File: config.mk
export PLATFORM = sky130hd
export DESIGN_NAME = crfs_top
export DESIGN_NICKNAME = d
export VERILOG_FILES = /design/src/include/crfs_pkg.sv /design/src/include/crfs_enc_if.sv /design/src/hdl/crfs_state_enc.sv /design/src/hdl/crfs_top.sv
export SDC_FILE = /design/constraint.sdc
export NUM_CORES = 1
export LEC_CHECK = 0
export BUFFER_PORTS_ARGS = -buffer_cell sky130_fd_sc_hd__clkbuf_2
export CAP_MARGIN = 20
export CORE_AREA = 3 3 79 51
export CTS_BUF_LIST = sky130_fd_sc_hd__clkbuf_4 sky130_fd_sc_hd__clkbuf_8 sky130_fd_sc_hd__clkbuf_16
export DETAILED_ROUTE_END_ITERATION = 7
export DIE_AREA = 0 0 82 54
export PLACE_DENSITY = 0.77
export SLEW_MARGIN = 25
export SYNTH_ARGS = -nofsm -noshare
export SYNTH_HDL_FRONTEND = slang
export SYNTH_SLANG_ARGS = --single-unit
File: constraint.sdc
create_clock -name mclk -period 2.4 [get_ports mclk]
set_clock_uncertainty 0.05 [all_clocks]
set_input_delay 0.36 -clock mclk [delete_from_list [all_inputs] [get_ports mclk]]
set_output_delay 0.36 -clock mclk [all_outputs]
set_load 0.05 [all_outputs]
File: src/include/crfs_pkg.sv
// constants and types shared by the receiver flag and status block
`default_nettype none
package crfs_pkg;
  // register byte offsets
  localparam logic [7:0] OFS_RFLG  = 8'h00;
  localparam logic [7:0] OFS_CTRL  = 8'h04;
  localparam logic [7:0] OFS_ISTAT = 8'h08;
  localparam logic [7:0] OFS_ICLR  = 8'h0C;
  localparam logic [7:0] OFS_IEN   = 8'h10;

  // flag register field positions
  localparam int BIT_WAKE  = 7;
  localparam int BIT_CSC   = 6;
  localparam int RX_STATE_FIELD_LSB = 4;
  localparam int TX_STATE_FIELD_LSB = 2;
  localparam int BIT_OVR   = 1;
  localparam int BIT_RXF   = 0;

  // control register field positions
  localparam int CTRL_WDE   = 0;
  localparam int CTRL_INIT  = 1;
  localparam int CTRL_SLEEP = 2;

  // interrupt status, clear and enable bit positions
  localparam int IRQ_WAKE = 0;
  localparam int IRQ_CSC  = 1;
  localparam int IRQ_OVR  = 2;
  localparam int IRQ_RXF  = 3;
  localparam int IRQ_W    = 4;

  // reset values
  localparam logic [7:0]       RFLG_RST = 8'h00;
  localparam logic             WDE_RST  = 1'b0;
  localparam logic [IRQ_W-1:0] IEN_RST  = 4'h0;
  localparam logic [2:0]       SYNC_RST = 3'h7;

  // error counter limits
  localparam logic [8:0] LIM_96  = 9'h060;
  localparam logic [8:0] LIM_127 = 9'h07F;
  localparam logic [8:0] LIM_255 = 9'h0FF;

  // bus state encodings for both state fields
  typedef enum logic [1:0] {
    CRFS_ST_OK      = 2'h0,
    CRFS_ST_WARN    = 2'h1,
    CRFS_ST_PASSIVE = 2'h2,
    CRFS_ST_BUSOFF  = 2'h3
  } crfs_bus_state_t;
endpackage
`default_nettype wire

File: src/include/crfs_enc_if.sv
// carrier between the flag logic and the state encoder
`default_nettype none
interface crfs_enc_if;
  logic [8:0]                tx_err_count;
  logic [7:0]                rx_err_count;
  crfs_pkg::crfs_bus_state_t rx_state;
  crfs_pkg::crfs_bus_state_t tx_state;

  modport calc (input tx_err_count, input rx_err_count, output rx_state, output tx_state);
  modport user (output tx_err_count, output rx_err_count, input rx_state, input tx_state);
endinterface
`default_nettype wire

File: src/hdl/crfs_state_enc.sv
// maps the error counters onto receiver and transmitter state codes
`default_nettype none
module crfs_state_enc (
  crfs_enc_if.calc enc
);
  // transmitter state from the transmit error counter
  always_comb
  begin
    if (enc.tx_err_count > crfs_pkg::LIM_255)
      enc.tx_state = crfs_pkg::CRFS_ST_BUSOFF;
    else if (enc.tx_err_count > crfs_pkg::LIM_127)
      enc.tx_state = crfs_pkg::CRFS_ST_PASSIVE;
    else if (enc.tx_err_count >= crfs_pkg::LIM_96)
      enc.tx_state = crfs_pkg::CRFS_ST_WARN;
    else
      enc.tx_state = crfs_pkg::CRFS_ST_OK;
  end

  // receiver state, forced to bus-off while the transmitter is off
  always_comb
  begin
    if (enc.tx_err_count > crfs_pkg::LIM_255)
      enc.rx_state = crfs_pkg::CRFS_ST_BUSOFF;
    else if ({1'b0, enc.rx_err_count} > crfs_pkg::LIM_127)
      enc.rx_state = crfs_pkg::CRFS_ST_PASSIVE;
    else if ({1'b0, enc.rx_err_count} > crfs_pkg::LIM_96)
      enc.rx_state = crfs_pkg::CRFS_ST_WARN;
    else
      enc.rx_state = crfs_pkg::CRFS_ST_OK;
  end
endmodule
`default_nettype wire

File: src/hdl/crfs_top.sv
// receiver flag and status logic with register port and interrupt
//
// The implementer's own choices: the plain strobed port and the register addresses.
`default_nettype none
module crfs_top (
  input  wire  logic       mclk,
  input  wire  logic       reset_n,
  input  wire  logic [7:0] addr,
  input  wire  logic [7:0] wr_data,
  input  wire  logic       wr_strobe,
  input  wire  logic       rd_strobe,
  output logic       [7:0] rd_data,
  input  wire  logic [8:0] tx_err_count,
  input  wire  logic [7:0] rx_err_count,
  input  wire  logic       init_request,
  input  wire  logic       init_acknowledge,
  input  wire  logic       sleep_mode,
  input  wire  logic       can_rx_pin,
  input  wire  logic       bg_msg_ready,
  input  wire  logic       overrun_event,
  output logic             fg_shift,
  output logic             wake_irq,
  output logic             err_irq,
  output logic             rx_irq,
  output logic             irq
);

  // ==========================================================
  // state record
  typedef struct packed {
    logic [2:0]                act_sync;
    logic                      wake_flag;
    logic                      status_change_flag;
    crfs_pkg::crfs_bus_state_t rx_state_field;
    crfs_pkg::crfs_bus_state_t tx_state_field;
    logic                      overrun_flag;
    logic                      rx_full_flag;
    logic                      wake_detect_enable;
    logic [3:0]                irq_status;
    logic [3:0]                irq_enable;
    logic [7:0]                rd_data;
    logic                      fg_shift;
    logic                      wake_irq;
    logic                      err_irq;
    logic                      rx_irq;
    logic                      irq;
  } crfs_state_t;

  localparam crfs_state_t ST_RST = '{
    act_sync:           crfs_pkg::SYNC_RST,
    wake_flag:          1'b0,
    status_change_flag: 1'b0,
    rx_state_field:     crfs_pkg::CRFS_ST_OK,
    tx_state_field:     crfs_pkg::CRFS_ST_OK,
    overrun_flag:       1'b0,
    rx_full_flag:       1'b0,
    wake_detect_enable: crfs_pkg::WDE_RST,
    irq_status:         4'h0,
    irq_enable:         crfs_pkg::IEN_RST,
    rd_data:            8'h00,
    fg_shift:           1'b0,
    wake_irq:           1'b0,
    err_irq:            1'b0,
    rx_irq:             1'b0,
    irq:                1'b0
  };

  crfs_state_t st_ff;
  crfs_state_t nxt_st;

  // ==========================================================
  // state encoder
  crfs_enc_if enc ();

  // counters enter the encoder unchanged
  assign enc.tx_err_count = tx_err_count;
  assign enc.rx_err_count = rx_err_count;

  crfs_state_enc u_enc (
    .enc (enc.calc)
  );

  // ==========================================================
  // decode and events
  logic       in_init;
  logic       bus_active;
  logic       wr_rflg;
  logic       wr_ctrl;
  logic       wr_iclr;
  logic       wr_ien;
  logic       state_diff;
  logic       ev_wake;
  logic       ev_csc;
  logic       ev_ovr;
  logic       ev_shift;
  logic       wake_cause;
  logic [3:0] ev_vec;
  logic [7:0] rflg_view;

  // mode, pin filter and write decode
  always_comb
  begin
    in_init    = init_request & init_acknowledge;
    // change counts once second and third stage agree; dominant is low
    bus_active = (st_ff.act_sync[1] == st_ff.act_sync[2]) & ~st_ff.act_sync[2];
    wr_rflg    = wr_strobe & (addr == crfs_pkg::OFS_RFLG) & ~in_init;
    wr_ctrl    = wr_strobe & (addr == crfs_pkg::OFS_CTRL);
    wr_iclr    = wr_strobe & (addr == crfs_pkg::OFS_ICLR);
    wr_ien     = wr_strobe & (addr == crfs_pkg::OFS_IEN);
  end

  // flag setting events
  always_comb
  begin
    wake_cause = sleep_mode & st_ff.wake_detect_enable & bus_active;
    ev_wake    = wake_cause & ~in_init;
    state_diff = (enc.rx_state != st_ff.rx_state_field)
               | (enc.tx_state != st_ff.tx_state_field);
    ev_csc     = state_diff & ~st_ff.status_change_flag & ~in_init;
    ev_ovr     = overrun_event & ~in_init;
    ev_shift   = bg_msg_ready & ~st_ff.rx_full_flag & ~in_init;
    ev_vec     = 4'h0;
    ev_vec[crfs_pkg::IRQ_WAKE] = ev_wake;
    ev_vec[crfs_pkg::IRQ_CSC]  = ev_csc;
    ev_vec[crfs_pkg::IRQ_OVR]  = ev_ovr;
    ev_vec[crfs_pkg::IRQ_RXF]  = ev_shift;
  end

  // flag register as software reads it
  always_comb
  begin
    rflg_view = crfs_pkg::RFLG_RST;
    rflg_view[crfs_pkg::BIT_WAKE] = st_ff.wake_flag;
    rflg_view[crfs_pkg::BIT_CSC]  = st_ff.status_change_flag;
    rflg_view[crfs_pkg::RX_STATE_FIELD_LSB+1:crfs_pkg::RX_STATE_FIELD_LSB] = st_ff.rx_state_field;
    rflg_view[crfs_pkg::TX_STATE_FIELD_LSB+1:crfs_pkg::TX_STATE_FIELD_LSB] = st_ff.tx_state_field;
    rflg_view[crfs_pkg::BIT_OVR]  = st_ff.overrun_flag;
    rflg_view[crfs_pkg::BIT_RXF]  = st_ff.rx_full_flag;
  end

  // ==========================================================
  // next state
  always_comb
  begin
    nxt_st = st_ff;

    // three-stage pin synchroniser
    nxt_st.act_sync = {st_ff.act_sync[1:0], can_rx_pin};

    // wake flag; a clear is refused while its cause persists
    if (ev_wake)
      nxt_st.wake_flag = 1'b1;
    else if (wr_rflg & wr_data[crfs_pkg::BIT_WAKE] & ~wake_cause)
      nxt_st.wake_flag = 1'b0;

    // status change flag, set wins over clear
    if (ev_csc)
      nxt_st.status_change_flag = 1'b1;
    else if (wr_rflg & wr_data[crfs_pkg::BIT_CSC])
      nxt_st.status_change_flag = 1'b0;

    // state fields follow the encoder only while no change is pending
    if (~st_ff.status_change_flag)
    begin
      nxt_st.rx_state_field = enc.rx_state;
      nxt_st.tx_state_field = enc.tx_state;
    end

    // overrun flag, set wins over clear
    if (ev_ovr)
      nxt_st.overrun_flag = 1'b1;
    else if (wr_rflg & wr_data[crfs_pkg::BIT_OVR])
      nxt_st.overrun_flag = 1'b0;

    // receive full; clearing releases the foreground buffer
    if (ev_shift)
      nxt_st.rx_full_flag = 1'b1;
    else if (wr_rflg & wr_data[crfs_pkg::BIT_RXF])
      nxt_st.rx_full_flag = 1'b0;
    nxt_st.fg_shift = ev_shift;

    // init mode holds all flags in reset, fields exempt
    if (in_init)
    begin
      nxt_st.wake_flag          = 1'b0;
      nxt_st.status_change_flag = 1'b0;
      nxt_st.overrun_flag       = 1'b0;
      nxt_st.rx_full_flag       = 1'b0;
    end

    // control register
    if (wr_ctrl)
      nxt_st.wake_detect_enable = wr_data[crfs_pkg::CTRL_WDE];

    // sticky interrupt status: set wins over write-one clear
    if (wr_iclr)
      nxt_st.irq_status = st_ff.irq_status & ~wr_data[3:0];
    nxt_st.irq_status = nxt_st.irq_status | ev_vec;
    if (wr_ien)
      nxt_st.irq_enable = wr_data[3:0];

    // pending requests per output, err_irq shared by status change and overrun, enable bits act as masks
    nxt_st.wake_irq = nxt_st.wake_flag
                    & nxt_st.irq_enable[crfs_pkg::IRQ_WAKE];
    nxt_st.err_irq  = (nxt_st.status_change_flag & nxt_st.irq_enable[crfs_pkg::IRQ_CSC])
                    | (nxt_st.overrun_flag & nxt_st.irq_enable[crfs_pkg::IRQ_OVR]);
    nxt_st.rx_irq   = nxt_st.rx_full_flag
                    & nxt_st.irq_enable[crfs_pkg::IRQ_RXF];
    nxt_st.irq      = |(nxt_st.irq_status & nxt_st.irq_enable);

    // read data stand one cycle after the strobe only
    nxt_st.rd_data = 8'h00;
    if (rd_strobe)
    begin
      case (addr)
        crfs_pkg::OFS_RFLG:
        begin
          nxt_st.rd_data = rflg_view;
        end
        crfs_pkg::OFS_CTRL:
        begin
          nxt_st.rd_data[crfs_pkg::CTRL_WDE]   = st_ff.wake_detect_enable;
          nxt_st.rd_data[crfs_pkg::CTRL_INIT]  = in_init;
          nxt_st.rd_data[crfs_pkg::CTRL_SLEEP] = sleep_mode;
        end
        crfs_pkg::OFS_ISTAT:
        begin
          nxt_st.rd_data[3:0] = st_ff.irq_status;
        end
        crfs_pkg::OFS_IEN:
        begin
          nxt_st.rd_data[3:0] = st_ff.irq_enable;
        end
        default:
        begin
          nxt_st.rd_data = 8'h00;
        end
      endcase
    end
  end

  // ==========================================================
  // state register
  always_ff @(posedge mclk or negedge reset_n)
  begin
    if (!reset_n)
      st_ff <= ST_RST;
    else
      st_ff <= nxt_st;
  end

  // outputs straight from the state register
  assign rd_data  = st_ff.rd_data;
  assign fg_shift = st_ff.fg_shift;
  assign wake_irq = st_ff.wake_irq;
  assign err_irq  = st_ff.err_irq;
  assign rx_irq   = st_ff.rx_irq;
  assign irq      = st_ff.irq;

endmodule
`default_nettype wire

Word level (Yosys, flattened, before mapping)
Cells that the tools add are included.
Operators by class
  magnitude comparators: 5
  equal/unequal tests: 7
  muxes and demuxes: 22
  bitwise gates (word level): 35
  reduce and logical (&&, ||, !) cells: 2
Operator list (number)
  1-bit AND: 24
  8-bit by 4-bit equality test with 1-bit output (second input constant): 2
  8-bit by 7-bit > comparator with 1-bit output (second input constant): 2
  2-bit two-way mux: 6
  4-bit two-way mux: 3
  3-bit case mux with 4 select lines: 1
  1-bit two-way mux: 10
  9-bit by 7-bit >= comparator with 1-bit output (second input constant): 1
  9-bit by 7-bit > comparator with 1-bit output (second input constant): 1
  9-bit by 8-bit > comparator with 1-bit output (second input constant): 1
  4-bit AND: 2
  8-bit by 3-bit equality test with 1-bit output (second input constant): 1
  8-bit by 5-bit equality test with 1-bit output (second input constant): 1
  8-bit logical NOT: 1
  8-bit two-way mux: 1
  1-bit inverter: 5
  2-bit inequality test: 2
  4-bit inverter: 1
  4-bit OR: 1
  4-bit OR reduction: 1
  1-bit case mux with 3 select lines: 1
  1-bit OR: 2
  1-bit equality test: 1
Storage, ports and cells
  register bits after elaboration: 33
  bits of input ports: 43
  output and inout bits: 13
  word-level logic and storage cells: 87

Depth between registers and ports, before layout
  word-level depth: 12
  gate-level depth with buffers: 7
  depth with buffers taken out: 5

Hierarchy
Synthesis repeated with hierarchy kept, for this count alone.
Unflattened totals
  cell total of the unflattened synthesis: 153
  area, all modules: 1712.9 sq um
Modules (own cells, without submodules)
  crfs_top: instances 1, cells each 145, area an instance 1655.3 sq um
  crfs_state_enc: instances 1, cells each 8, area an instance 57.6 sq um

Least setup slack after synthesis
No wires, ideal clock.
  path type: in2reg
  from: input port addr[5]
  to: register st_ff, in the netlist irq
  library setup time: 0.126 ns
  data arrival time: 2.025 ns
  setup slack: 0.199 ns
  stages: 6
  cells stage by stage: or3_4 > buf_6 > nor4_4 > mux2_2 > a22o_1 > a221o_1
RTL lines
  from (decl): RTL line crfs_top.sv:8  | input wire logic [7:0] addr,
  to (signal assigned): RTL line crfs_top.sv:249  | st_ff <= nxt_st;
  to (decl): RTL line crfs_top.sv:68  | crfs_state_t st_ff;

==> metrics.txt <==
status=complete, no violations; max-cap violations=0; row cnt=16; dpl hpwl=3.017 mm; CTS Hold Bufs=0; core area=3283 um2; vias in the first global route=1251; Mapped Nets=199; Routed Wire Length=3.905 mm; Fin. Hold Viols=0; syn_area_per_cell=10.57 um2; Final nets=241; Synth async-reset ratio=100.0%; ANT cells=0; CTS Sinks=33; die width=82 um; vias per cell=5.537; antenna viol nets, final=0; detailed-route DRC error count=0; Hold WS=0.1085 ns; CP Cell Sequence=clkbuf_2 -> or3_4 -> nor4_4 -> mux2_2 -> a22o_1 -> a221o_1; CTS tree=built; area of the mapped netlist=1649 um2; remaining global-route overflow=0; post-CTS setup buffer count=0; Area Growth Syn to Fin=19.58%; share of post-route cells with drive strength above 1=35.18%; Seq cells post-synth=33; pre-CTS setup slack=0.1415 ns; Die Height=54 um; Crit Path Class=in2reg; worst-path maximum fanout=9; Final setup viols=0; WL/cell=16.00 um; Num CTS Buffers=5; DRT Pass-1 Iters=4; 1st-iter DRT viols=93; sequential cell area fraction in the yosys report=50.30%; Setup crit start=addr[5]; cell family with most CP delay=simple AND/OR/NAND/NOR gates; Worst Path Required=2.51 ns; Max stage delay cell, worst path=or3_4; Starting Density=50.23%; Clk Latency, worst-skew pair=0.28 ns; fin crit share=82.59%; most frequent cells in the layout=clkbuf_2 (48), dfrtp_1 (30), a21oi_1 (9), nand2_1 (9), inv_1 (7); Fmax=504.5 MHz; PD cells=668.3 nW/um2; RSZ-0062 raised after global routing=false; Netlist cell types=48; Final Max Slew Viols=0; PortBufs=48; Worst R2R Start=rflg_view[5]$_DFFE_PN0N_; Worst VDD drop=0.3857 mV; Die ar.=4428 um2; post-layout minimum cycle time=1.982 ns; initial antenna violation count=0; global-route wire length before repair=6.072 mm; Max-slew headroom=47.10%; Tightest Hold Check Type=in2async; Slowest Stage Delay on Critical Path=0.44 ns; routability cong.=0.8457; Leak=0.9687 nW; Worst-Margin Slew=0.7935 ns; Startpoint Class=primary input; largest net degree at the start of global routing=34; commonest non-fill, non-tap cell in the layout=clkbuf_2; Root Driver=clkbuf_8; Setup WS post-layout=0.4178 ns; GR Util All Layers=19.37%; I/O pin cnt=56; vias after detailed routing=1351; Mapped Cells=156; Clk pin slew, worst setup/hold paths=0.07 ns; Worst Path Arrival=2.09 ns; Buf/Inv on CP=1; number of synthesized flops with an enable pin=0; Crit. End Element=flop; H-tree depth=2; Primary FF master, synth=dfrtp_1; Synth warnings=0; setup_tns=0 ns; Gates resized, CTS repair=0; CTS Buffer Depth=2
[area by class of cell]
class                           instances  area, um2
Sequential cell                        33      829.5
Multi-Input combinational cell        100      676.9
Tap cell                               45      56.30
Timing Repair Buffer                   51      262.8
Inverter                                7      26.28
Fill cell                             286       1311
Clock buffer                            7      90.09
Clock inverter                          1      30.03
[registers in the layout (all words and copies together) (netlist names)]
signal     cells
st_ff         10
rd_data        8
rflg_view      8
nxt_st         2
err_irq        1
fg_shift       1
irq            1
rx_irq         1
wake_irq       1
[power by group]
| group | internal [mW] | switching, mW | leakage, nW | total, mW |
|---|---|---|---|---|
| clock | 0.349 | 0.186 | 0.0619 | 0.535 |
| combinational | 0.0646 | 0.104 | 0.497 | 0.169 |
| sequential | 0.588 | 0.0260 | 0.410 | 0.614 |
[cell usage after synthesis, types with 4 or more instances]
library cell  count  area (um2)
and3_1            6       37.54
buf_4             8       60.06
clkbuf_1          4       15.01
o21ai_0           6       30.03
nor4_1            6       37.54
inv_1             7       26.28
dfrtp_1          30       750.7
a22o_1            6       52.55
nand3_1           4       20.02
nor3_1            5       25.02
nand2_1           9       33.78
a21oi_1           9       45.04
[cell families (layout without fill, tap and decap cells)]
kind of cell | Yosys count | in the layout | share of synthesized area [%]
buf+inv | 23 | 66 | 8.650
mux | 6 | 6 | 3.869
compound gates | 36 | 36 | 15.10
flops | 33 | 33 | 50.30
simple gates | 56 | 56 | 21.02
xor+xnor | 2 | 2 | 1.062
[worst reg2reg max path, cell delays in order, from the launching register on]
cell and delay (ns):
dfrtp_1 0.44, or3_1 0.38, a211oi_1 0.30, nor4_1 0.10
a211o_1 0.28, a221o_1 0.31
[stage by stage]
| step | utilization [%] | power (mW) | instance area [um2] | cells |
|---|---|---|---|---|
| detailed placement | 56.40 | 0.7905 | 1852 | 236 |
| global route | 60.06 | 1.383 | 1972 | 244 |
| floorplan | - | 0.7182 | 1649 | 156 |
| finish | 60.06 | 1.318 | 1972 | 244 |
| CTS | 60.06 | 1.326 | 1972 | 244 |
| global placement | 56.40 | 0.7814 | 1852 | 236 |
[per-layer routing]
| metal | vias to the layer above | global-route usage, % | routed length, um |
|---|---|---|---|
| met5 | - | 0 | 0 |
| li1 | 644 | - | - |
| met3 | 9 | 6.355 | 334 |
| met1 | 627 | 26.77 | 1842 |
| met4 | 0 | 9.392 | 57 |
| met2 | 71 | 27.21 | 1670 |
[final timing paths]
check                      cells past startpoint  slack, ns                endpoint
max                                            6       0.42           irq$_DFF_PN0_
min                                            1       0.11  rflg_view[1]$_DFF_PN0_
max reg2reg                                    5       0.44           irq$_DFF_PN0_
min reg2reg                                    0       0.31    nxt_st[32]$_DFF_PN1_
max in group asynchronous                      1       1.70      wake_irq$_DFF_PN0_
min in group mclk                              1       0.11    nxt_st[31]$_DFF_PN1_
No activity file was read; power rests on OpenSTA's default activity.
